--- src/brg_regs.vh ---
// register offsets, field positions, reset values and mode tables of the bit-rate block
// assumes an apb slave with 32-bit data, one register per aligned word
`ifndef BRG_REGS_VH
`define BRG_REGS_VH

`define OFS_DIVISOR 5'h00
`define OFS_SERIAL_MODE 5'h04
`define OFS_CARD_MODE 5'h08
`define OFS_EXT_MODE 5'h0C
`define OFS_INFRARED 5'h10
`define OFS_CONTROL 5'h14
`define OFS_STATUS 5'h18

`define RST_DIVISOR 8'hFF
`define RST_CARD_CYCLES 3'h7

// serial_mode_register fields
`define SMR_SYNC_BIT 7
`define SMR_CYC1_BIT 3
`define SMR_CYC0_BIT 2
`define SMR_PRE_HI 1
`define SMR_PRE_LO 0
// card_mode_register fields
`define CARD_MODE_REGISTER_CYC2_BIT 7
`define CARD_MODE_REGISTER_CARD_BIT 0
// extension_mode_register fields
`define EXTENSION_MODE_REGISTER_HALF_BIT 3
// infrared_control fields
`define IR_EN_BIT 7
`define IR_W_HI 6
`define IR_W_LO 4
// control register fields
`define CTL_TE_BIT 5
`define CTL_RE_BIT 4

// basic clock cycles per bit
`define CPB_ASYNC16 10'h010
`define CPB_ASYNC8 10'h008
`define CPB_SYNC 10'h002
// 3/16 of a bit period
`define IR_NUM 12'h003
`define IR_DEN_SHIFT 4

`endif

--- src/serial_bit_rate_generator.v ---
// bit-rate generator, mode selection and infrared pulse coding for serial channel zero
// assumes an apb master on clk_i and a framer on clk_i supplying transmit data
`timescale 1ns/1ps
`include "brg_regs.vh"

module serial_bit_rate_generator (
  // clock and reset
  input wire clk_i,
  input wire rst_n_i,
  // apb slave
  input wire psel_i,
  input wire penable_i,
  input wire pwrite_i,
  input wire [31:0] paddr_i,
  input wire [31:0] pwdata_i,
  output wire pready_o,
  output wire pslverr_o,
  output reg [31:0] prdata_o,
  // framer side
  input wire tx_data_i,
  output reg rx_data_o,
  output reg basic_tick_o,
  output reg bit_tick_o,
  output wire card_mode_o,
  output wire sync_mode_o,
  // pins
  input wire channel0_receive_pin_i,
  output reg channel0_transmit_pin_o
);

  // ==========================================================
  // decoding helpers
  // ==========================================================
  function [9:0] card_cycles;
    input [2:0] code;
    begin
      case (code)
        3'h0: card_cycles = 10'h05D;
        3'h1: card_cycles = 10'h080;
        3'h2: card_cycles = 10'h0BA;
        3'h3: card_cycles = 10'h200;
        3'h4: card_cycles = 10'h020;
        3'h5: card_cycles = 10'h040;
        3'h6: card_cycles = 10'h174;
        default: card_cycles = 10'h100;
      endcase
    end
  endfunction

  // prescaler terminal value: 4^n - 1 clocks
  function [5:0] pre_last;
    input [1:0] n;
    begin
      case (n)
        2'h0: pre_last = 6'h00;
        2'h1: pre_last = 6'h03;
        2'h2: pre_last = 6'h0F;
        default: pre_last = 6'h3F;
      endcase
    end
  endfunction

  // ==========================================================
  // register file
  // ==========================================================
  reg [7:0] divisor_reg;
  reg [7:0] smr_reg;
  reg card_sel_reg;
  reg cyc2_reg;
  reg half_reg;
  reg [3:0] ir_reg;
  reg te_reg;
  reg re_reg;

  wire wr_en;
  wire rd_en;
  wire [4:0] ofs;
  wire mapped;
  wire idle;

  assign ofs = paddr_i[4:0];
  assign mapped = (paddr_i[31:5] == 27'h0000000) && (ofs[1:0] == 2'h0) && (ofs <= `OFS_STATUS);
  assign wr_en = psel_i && penable_i && pwrite_i && mapped;
  // reads are decoded in the setup cycle so the data stands at the access edge
  assign rd_en = psel_i && !penable_i && !pwrite_i;
  assign pready_o = 1'b1;
  assign pslverr_o = psel_i && penable_i && !mapped;
  assign idle = !te_reg && !re_reg;

  // card and extension mode writes are dropped while either enable is set, so a running
  // generator never sees those change under it; serial mode writes are always taken
  always @(posedge clk_i or negedge rst_n_i) begin
    if (!rst_n_i) begin
      divisor_reg <= `RST_DIVISOR;
      smr_reg <= 8'h00;
      card_sel_reg <= 1'b0;
      cyc2_reg <= 1'b1;
      half_reg <= 1'b0;
      ir_reg <= 4'h0;
      te_reg <= 1'b0;
      re_reg <= 1'b0;
    end else if (wr_en) begin
      case (ofs)
        `OFS_DIVISOR: divisor_reg <= pwdata_i[7:0];
        `OFS_SERIAL_MODE: smr_reg <= pwdata_i[7:0];
        `OFS_CARD_MODE: begin
          if (idle) begin
            card_sel_reg <= pwdata_i[`CARD_MODE_REGISTER_CARD_BIT];
            cyc2_reg <= pwdata_i[`CARD_MODE_REGISTER_CYC2_BIT];
          end
        end
        `OFS_EXT_MODE: begin
          if (idle) begin
            half_reg <= pwdata_i[`EXTENSION_MODE_REGISTER_HALF_BIT];
          end
        end
        `OFS_INFRARED: ir_reg <= pwdata_i[7:4];
        `OFS_CONTROL: begin
          te_reg <= pwdata_i[`CTL_TE_BIT];
          re_reg <= pwdata_i[`CTL_RE_BIT];
        end
        default: begin
        end
      endcase
    end
  end

  // ==========================================================
  // mode decode
  // ==========================================================
  wire [1:0] pre_n;
  wire [2:0] cyc_code;
  wire ir_en;
  wire [2:0] ir_width;
  wire stream_blocked;
  reg [9:0] cpb;

  assign pre_n = {smr_reg[`SMR_PRE_HI], smr_reg[`SMR_PRE_LO]};
  assign cyc_code = {cyc2_reg, smr_reg[`SMR_CYC1_BIT], smr_reg[`SMR_CYC0_BIT]};
  assign card_mode_o = card_sel_reg;
  assign sync_mode_o = !card_sel_reg && smr_reg[`SMR_SYNC_BIT];
  assign ir_en = ir_reg[3];
  assign ir_width = ir_reg[2:0];
  assign stream_blocked = sync_mode_o && (pre_n == 2'h0) && (divisor_reg == 8'h00);

  // basic clock cycles per bit for the selected mode
  // half select is ignored outside asynchronous mode
  always @* begin
    if (card_sel_reg) begin
      cpb = card_cycles(cyc_code);
    end else if (smr_reg[`SMR_SYNC_BIT]) begin
      cpb = `CPB_SYNC;
    end else if (half_reg) begin
      cpb = `CPB_ASYNC8;
    end else begin
      cpb = `CPB_ASYNC16;
    end
  end

  // ==========================================================
  // register read
  // ==========================================================
  // unmapped reads return zero instead of aliasing onto a low offset
  always @(posedge clk_i or negedge rst_n_i) begin
    if (!rst_n_i) begin
      prdata_o <= 32'h00000000;
    end else if (rd_en && !mapped) begin
      prdata_o <= 32'h00000000;
    end else if (rd_en) begin
      case (ofs)
        `OFS_DIVISOR: prdata_o <= {24'h000000, divisor_reg};
        `OFS_SERIAL_MODE: prdata_o <= {24'h000000, smr_reg};
        `OFS_CARD_MODE: prdata_o <= {24'h000000, cyc2_reg, 6'h3F, card_sel_reg};
        `OFS_EXT_MODE: prdata_o <= {28'h0000000, half_reg, 3'h0};
        `OFS_INFRARED: prdata_o <= {24'h000000, ir_reg, 4'h0};
        `OFS_CONTROL: prdata_o <= {26'h0000000, te_reg, re_reg, 4'h0};
        `OFS_STATUS: prdata_o <= {20'h00000, stream_blocked, card_mode_o, cpb};
        default: prdata_o <= 32'h00000000;
      endcase
    end
  end

  // ==========================================================
  // baud generator: basic tick every 2 * 4^n * (N+1) clocks
  // ==========================================================
  reg [5:0] pre_cnt_reg;
  reg [7:0] div_cnt_reg;
  reg half_tog_reg;
  reg [9:0] bit_cnt_reg;
  wire run;
  wire pre_tick;
  wire div_tick;
  wire basic_tick;
  wire bit_tick;

  // a divisor change is picked up at the next reload, a prescale change at once;
  // the stopped generator preloads N so the first tick is a full period after enable
  assign run = te_reg || re_reg;
  assign pre_tick = (pre_cnt_reg >= pre_last(pre_n));
  assign div_tick = pre_tick && (div_cnt_reg == 8'h00);
  assign basic_tick = div_tick && half_tog_reg;
  assign bit_tick = basic_tick && (bit_cnt_reg >= cpb - 10'h001);

  always @(posedge clk_i or negedge rst_n_i) begin
    if (!rst_n_i) begin
      pre_cnt_reg <= 6'h00;
      div_cnt_reg <= 8'h00;
      half_tog_reg <= 1'b0;
      bit_cnt_reg <= 10'h000;
      basic_tick_o <= 1'b0;
      bit_tick_o <= 1'b0;
    end else if (!run) begin
      pre_cnt_reg <= 6'h00;
      div_cnt_reg <= divisor_reg;
      half_tog_reg <= 1'b0;
      bit_cnt_reg <= 10'h000;
      basic_tick_o <= 1'b0;
      bit_tick_o <= 1'b0;
    end else begin
      pre_cnt_reg <= pre_tick ? 6'h00 : pre_cnt_reg + 6'h01;
      if (pre_tick) begin
        div_cnt_reg <= (div_cnt_reg == 8'h00) ? divisor_reg : div_cnt_reg - 8'h01;
      end
      if (div_tick) begin
        half_tog_reg <= !half_tog_reg;
      end
      if (bit_tick) begin
        bit_cnt_reg <= 10'h000;
      end else if (basic_tick) begin
        bit_cnt_reg <= bit_cnt_reg + 10'h001;
      end
      basic_tick_o <= basic_tick;
      bit_tick_o <= bit_tick;
    end
  end

  // ==========================================================
  // infrared transmit pulse coding
  // ==========================================================
  reg ir_pulse_reg;
  reg [7:0] ir_cnt_reg;
  wire [7:0] ir_last;
  wire [13:0] bit_pos;
  wire [13:0] ir_frac;
  wire ir_end;

  // nonzero codes count 2^k clocks from the bit tick; code 0 compares the
  // bit position scaled by 16 against 3 * cpb
  assign ir_last = (8'h01 << ir_width) - 8'h01;
  assign bit_pos = {bit_cnt_reg, 4'h0};
  assign ir_frac = {2'h0, `IR_NUM * {2'h0, cpb}};
  assign ir_end = (ir_width == 3'h0) ? (bit_pos >= ir_frac) : (ir_cnt_reg >= ir_last);

  always @(posedge clk_i or negedge rst_n_i) begin
    if (!rst_n_i) begin
      ir_pulse_reg <= 1'b0;
      ir_cnt_reg <= 8'h00;
    end else if (!ir_en || !run) begin
      ir_pulse_reg <= 1'b0;
      ir_cnt_reg <= 8'h00;
    end else if (bit_tick && !tx_data_i) begin
      ir_pulse_reg <= 1'b1;
      ir_cnt_reg <= 8'h00;
    end else if (ir_pulse_reg) begin
      ir_pulse_reg <= !ir_end;
      ir_cnt_reg <= ir_cnt_reg + 8'h01;
    end
  end

  always @(posedge clk_i or negedge rst_n_i) begin
    if (!rst_n_i) begin
      channel0_transmit_pin_o <= 1'b1;
    end else begin
      channel0_transmit_pin_o <= ir_en ? ir_pulse_reg : tx_data_i;
    end
  end

  // ==========================================================
  // receive pin: synchroniser and infrared pulse stretch
  // ==========================================================
  // only the second stage feeds logic; the first may be metastable
  reg rx_meta_reg;
  reg rx_sync_reg;
  reg rx_seen_reg;

  always @(posedge clk_i or negedge rst_n_i) begin
    if (!rst_n_i) begin
      rx_meta_reg <= 1'b1;
      rx_sync_reg <= 1'b1;
    end else begin
      rx_meta_reg <= channel0_receive_pin_i;
      rx_sync_reg <= rx_meta_reg;
    end
  end

  // a high pulse marks a zero bit; the zero is held until a bit passes with no pulse
  always @(posedge clk_i or negedge rst_n_i) begin
    if (!rst_n_i) begin
      rx_seen_reg <= 1'b0;
      rx_data_o <= 1'b1;
    end else if (!ir_en) begin
      rx_seen_reg <= 1'b0;
      rx_data_o <= rx_sync_reg;
    end else begin
      if (rx_sync_reg) begin
        rx_data_o <= 1'b0;
      end else if (bit_tick && !rx_seen_reg) begin
        rx_data_o <= 1'b1;
      end
      if (bit_tick) begin
        rx_seen_reg <= rx_sync_reg;
      end else if (rx_sync_reg) begin
        rx_seen_reg <= 1'b1;
      end
    end
  end

endmodule

--- config.mk ---
export PLATFORM = sky130hd
export DESIGN_NAME = serial_bit_rate_generator
export DESIGN_NICKNAME = d
export VERILOG_FILES = /design/src/serial_bit_rate_generator.v
export VERILOG_INCLUDE_DIRS = /design/src /design/src/src
export SDC_FILE = /design/constraint.sdc
export NUM_CORES = 1
export LEC_CHECK = 0
export ABC_AREA = 1
export BUFFER_PORTS_ARGS = -buffer_cell sky130_fd_sc_hd__buf_2
export CORE_MARGIN = 3
export CORE_UTILIZATION = 50
export CTS_CLUSTER_DIAMETER = 50
export DETAILED_ROUTE_END_ITERATION = 6
export HOLD_SLACK_MARGIN = 0.05
export PLACE_DENSITY = 0.73
export SLEW_MARGIN = 10
export SYNTH_ARGS = -nofsm -noshare
export SYNTH_HDL_FRONTEND = slang
export SYNTH_SLANG_ARGS = --single-unit
--- constraint.sdc ---
create_clock -name clk_i -period 8.85 [get_ports clk_i]
set_input_delay 0.4425 -clock clk_i [delete_from_list [all_inputs] [get_ports clk_i]]
set_output_delay 0.4425 -clock clk_i [all_outputs]
set_load 0.005 [all_outputs]
## Word-level counts from Yosys, hierarchy flattened

Cells that the tools add are included.

- Bits in registers: 98
- Input bits: 71

- Add/sub/neg operators: 6
- Multiply operators: 1
- $lt $le $gt $ge: 5
- Eq/ne operators: 19
- Shift-type cells: 1
- Mux-type cells: 34
- Reduce and logical (&&, ||, !) cells: 48

Operator list:

| operator | number |
|---|---|
| 12-bit one-hot mux with 7 select lines | 1 |
| 10-bit one-hot mux with 7 select lines | 1 |
| 32-bit 2-to-1 mux | 2 |
| 8-bit 2-to-1 mux | 6 |
| 10-bit 2-to-1 mux | 4 |
| 27-bit zero test | 1 |
| 1-bit logical AND | 18 |
| 6-bit one-hot mux with 3 select lines | 1 |
| 8-bit zero test | 2 |
| 8-bit by 1-bit subtractor with 8-bit output, second input constant | 2 |
| 5-bit equality test, second input constant | 3 |
| 1-bit 2-to-1 mux | 15 |
| 14-bit by 12-bit greater-or-equal comparator with 1-bit output | 1 |
| 1-bit zero test | 12 |
| 2-bit by 10-bit multiplier with 12-bit output, first input constant | 1 |
| 6-bit 2-to-1 mux | 2 |
| 10-bit by 1-bit adder with 10-bit output, second input constant | 1 |
| 5-bit by 4-bit equality test with 1-bit output, second input constant | 2 |
| 10-bit greater-or-equal comparator | 1 |
| 5-bit 2-to-1 mux | 2 |
| 10-bit by 1-bit subtractor with 10-bit output, second input constant | 1 |
| 3-bit equality test, second input constant | 3 |
| 3-bit by 1-bit != test with 1-bit output, second input constant | 3 |
| 8-bit by 1-bit adder with 8-bit output, second input constant | 1 |
| 19 further kinds | 28 |

## Logic depth before layout (Yosys ltp)

- Depth after elaboration: 10
- Mapped depth: 23
- Mapped depth without buffers: 23

## Least setup slack after synthesis

No wires, ideal clock.

- Kind: register to register
- Start point: register cyc2_reg
- End point: register ir_pulse_reg
- Arrival: 3.375 ns
- Data required time: 8.772 ns
- Path slack: 5.397 ns
- Cell stages (with the launch flop): 24
- Period minus slack after synthesis: 3.453 ns
- Cells stage by stage: dfstp_2 clkbuf_1 inv_1 o21ai_0 inv_1 o21ai_0 inv_1 ha_1 a21oi_1 o21ai_0 a21oi_1 nor2_1 nor2_1 xor2_1 ha_1 nand2_1 inv_1 nand2_1 a21oi_1 nor2_1 nand2_1 nand2_1 nand2_1 a21oi_1

- Word-level cells in the longest chain between the ends: 10
- Elaborated cells between the ends (all ways): 20
- Classes of those cells: add/sub: 1; mul: 1; order compare: 2; eq/ne: 6; mux: 6; reduce/logical: 4

Ends and longest elaborated chain:

| what | line | RTL |
|---|---|---|
| start: declaration | serial_bit_rate_generator.v:69 | `reg cyc2_reg;` |
| start signal: assignment | serial_bit_rate_generator.v:109 | `` cyc2_reg <= pwdata_i[`CARD_MODE_REGISTER_CYC2_BIT]; `` |
| 3-bit equality test (tied with other cells) | serial_bit_rate_generator.v:37 | `case (code)` |
| 10-bit one-hot mux with 7 select lines (*) | serial_bit_rate_generator.v:37 |  |
| 10-bit 2-to-1 mux (*) | serial_bit_rate_generator.v:149 | `if (card_sel_reg) begin` |
| 2-bit by 10-bit multiplier with 12-bit output (no line) | - |  |
| 14-bit by 12-bit greater-or-equal comparator with 1-bit output | serial_bit_rate_generator.v:252 | `assign ir_end = (ir_width == 3'h0) ? (bit_pos >= ir_frac) : (ir_cnt_reg >= ir_last);` |
| 1-bit 2-to-1 mux | serial_bit_rate_generator.v:252 |  |
| 1-bit zero test | serial_bit_rate_generator.v:265 | `ir_pulse_reg <= !ir_end;` |
| 1-bit 2-to-1 mux | serial_bit_rate_generator.v:264 | `end else if (ir_pulse_reg) begin` |
| 1-bit 2-to-1 mux (*) | serial_bit_rate_generator.v:261 | `end else if (bit_tick && !tx_data_i) begin` |
| 1-bit 2-to-1 mux (*) | serial_bit_rate_generator.v:258 | `end else if (!ir_en \|\| !run) begin` |
| end signal: assignment | serial_bit_rate_generator.v:265 |  |
| end: declaration | serial_bit_rate_generator.v:240 | `reg ir_pulse_reg;` |

Every way passes the cells marked *; elsewhere a longest branch is shown, timed or not.
A chain may end at the register's enable or synchronous reset.

## Final worst setup path

Ends and elaborated chain as after synthesis.

==> impl_metrics.toml <==
[outcome]
status = "completed"

[timing]
period_minus_slack_ns = 4.00
tightestPinTransition_ns = 0.973
hold_viol = 0
max_slew_margin = 0.352
rsz0062_at_grt = "no"
setup_viol = 0
setup_slack_ns = 4.85
finalCritPeriodShare = 0.452
fin_skew_ns = 0.00535
fmax_mhz = 250
tns_ns = 0
timing_max_transition_violations_final = 0

[logic_synthesis]
postSynth.asyncResetShare = 1.00
yosys_warnings = 0
synth-seq-area-share = 0.343
synth_cells = 768
yosysUniqueCellTypes = 42
leading_cell_types_by_total_area_after_synthesis = "dfrtp_1 (28%), ha_1 (14%), nand2_1 (13%)"
synth-main-ff-cell = "dfrtp_1"
avg_synthesized_cell_area_um2 = 7.48
synthDominantCellAreaShare = 0.283
netlist_area_um2 = 5740
synthDominantAreaCellType = "dfrtp_1"
synth-seq-cells = 78
synth_edf_count = 0
yosys-top-cells-count = "nand2_1 (192), inv_1 (103), nor2_1 (68)"
synth.most_common_cell = "nand2_1"

[cells_and_area]
largest_reg_flops = 12
synthesis_to_finish_area_growth_pct = 11.7
diodes = 0
final_nets = 971
fill_cells = 1033
fin_util = 0.581
fraction_of_final_layout_cells_with_drive_strength_greater_than_1 = 0.121

[grt]
grt_overflow_total = 0
initial_antenna_violation_count = 0
globalRouteTotalUtil = 0.224
first_global_vias = 5012
maximum_number_of_pins_on_one_net_before_global_route_repair = 79
first_pass_grt_wire_length_um = 23300

[worst_hold_path]
critical_hold_path_startpoint = "channel0_receive_pin_i"
hold-path-cell-count = 1
worst_hold_path.endpoint = "rx_meta_reg"
worstHoldPathType = "primary input to flip-flop"

[placement]
pre_cts_ws_ns = 4.90
port_buffer_count = 65
detailedPlacementHpwl_um = 10800
routabilityCongestion = 0.927

[route]
detailedRoute.firstPassIterationCount = 6
drt_drc_violations_left = 0
routed-wl-met2_um = 6840
top_layer = "met4"
routed_wirelength_um = 13800
antenna_violating_nets_post_route = 0
via_count = 5172
number_of_vias_per_cell = 5.27
wl_per_cell_um = 14.0
detailedRoute.firstIterationViolations = 385
routed-wl-met3_um = 677
wl_met1_um = 5930

[cts]
clock_tree_root_driver_cell = "clkbuf_16"
insertion_delay_ns = 0.34
cts_num_sinks = 78
cts_buffers = 9
max-clock-path-buffers = 2
cts_hold_buf = 0
cts_tree = "built"
ctsHtreeMaxLevel = 3
post_cts_resize_count = 0
clkTransAtPathRegs_ns = 0.06
cts_post_setup_buffers_inserted = 0

[floorplanning]
std_cell_rows = 38
core-area_um2 = 11000
floorplan.die_area_um2 = 12800
io_pins = 111
die_h_um = 113
initial_core_util = 0.521
floorplan.die.width_um = 113

[worst_setup_path]
critPathArrivalTime_ns = 4.26
worst_r2r_endpoint = "ir_pulse_reg"
timing.critical_path.from_type = "flip-flop"
criticalPathCategory = "flip-flop to flip-flop"
worst-endpoint-required_ns = 9.11
r2r_start = "cyc2_reg"
r2r_slack_ns = 4.85
critPathMaxFanout = 9
cp-end-kind = "flip-flop"
worst-r2r-cell-count = 19

[power]
p_per_area_nw_per_um2 = 116
max-vdd-ir-drop_mv = 0.113
leakagePower_nw = 3.38

[job]
cap_violations = 0
[through the flow]
step	total power (W)	cell area [um^2]	cells	hold WS, ns
finish	0.000746	6410	982	0.197
global route	0.000774	6410	982	0.187
CTS	0.000753	6410	982	0.189
detailed placement	0.000398	6130	966	0.358
global placement	0.000397	6130	966	0.359
floorplan	0.000383	5820	788	0.147
[kinds of logic (layout without fill, tap and decap cells)]
group	Yosys count	after routing	synth area share
and+or+nand+nor	341	341	0.252
buffers and inverters	133	187	0.103
AOI/OAI and AO/OA	121	121	0.116
DFF	78	78	0.343
adders and majority gates	63	63	0.139
xor gates and xnor gates	30	30	0.0457
other	2	22	0.00131
[placed cells by master, fill, tap and decap left out, types with 21 or more instances in the layout]
cell type	netlist	final
buf_2	0	64
xor2_1	21	21
nand3_1	42	42
a21oi_1	29	29
dfrtp_1	65	65
nor2_1	68	68
ha_1	62	62
nand2_1	192	192
inv_1	103	103
o21ai_0	48	48
conb_1	2	22
[worst max-delay path, cell delays in order (launching register included)]
cell and delay (ns):
dfstp_2 0.61, inv_1 0.10, o21ai_0 0.23, inv_1 0.06, o21ai_0 0.35, inv_1 0.24, ha_1 0.46, inv_1 0.09
o31ai_1 0.37, nand4_1 0.14, nand2_1 0.13, xnor2_1 0.13, ha_1 0.27, a21oi_1 0.18, a21oi_1 0.09, nor2_1 0.09
nand2_1 0.14, nand2_1 0.09, nand2_1 0.05, a21oi_1 0.11
[how the worst max path moves through the flow]
stage | start | end | slack [ns] | depth (start not counted)
after global routing | cyc2_reg | ir_pulse_reg | 4.29 | 19
after floorplan | cyc2_reg | ir_pulse_reg | 5.40 | 23
after global placement | card_mode_o | bit_cnt_reg[8] | 5.01 | 21
after CTS | cyc2_reg | ir_pulse_reg | 4.86 | 21
after detailed placement | cyc2_reg | ir_pulse_reg | 4.90 | 21
final | cyc2_reg | ir_pulse_reg | 4.85 | 19
[per-layer routing]
metal / vias up / global-route usage
met2: 131 / 0.385
met4: 0 / 0.0617
met3: 34 / 0.0455
met1: 2407 / 0.287
met5: - / 0
li1: 2600 / -
[layout make-up]
cell class | count | area [um^2] | area share
Clock inverter | 4 | 30.0 | 0.00468
Inverter | 106 | 398 | 0.0620
Tap cell | 140 | 175 | 0.0273
Clock buffer | 12 | 256 | 0.0400
Sequential cell | 78 | 1970 | 0.307
Multi-Input combinational cell | 577 | 3260 | 0.508
Timing Repair Buffer | 65 | 328 | 0.0511
[where the power goes]
group / leakage, nW / switching (W) / internal (W) / total, W
combinational: 2.20 / 0.0000216 / 0.0000110 / 0.0000326
clock: 0.139 / 0.000148 / 0.000206 / 0.000355
sequential: 1.04 / 0.000000366 / 0.000359 / 0.000359
Note: power is estimated with default switching activity, not from simulation.
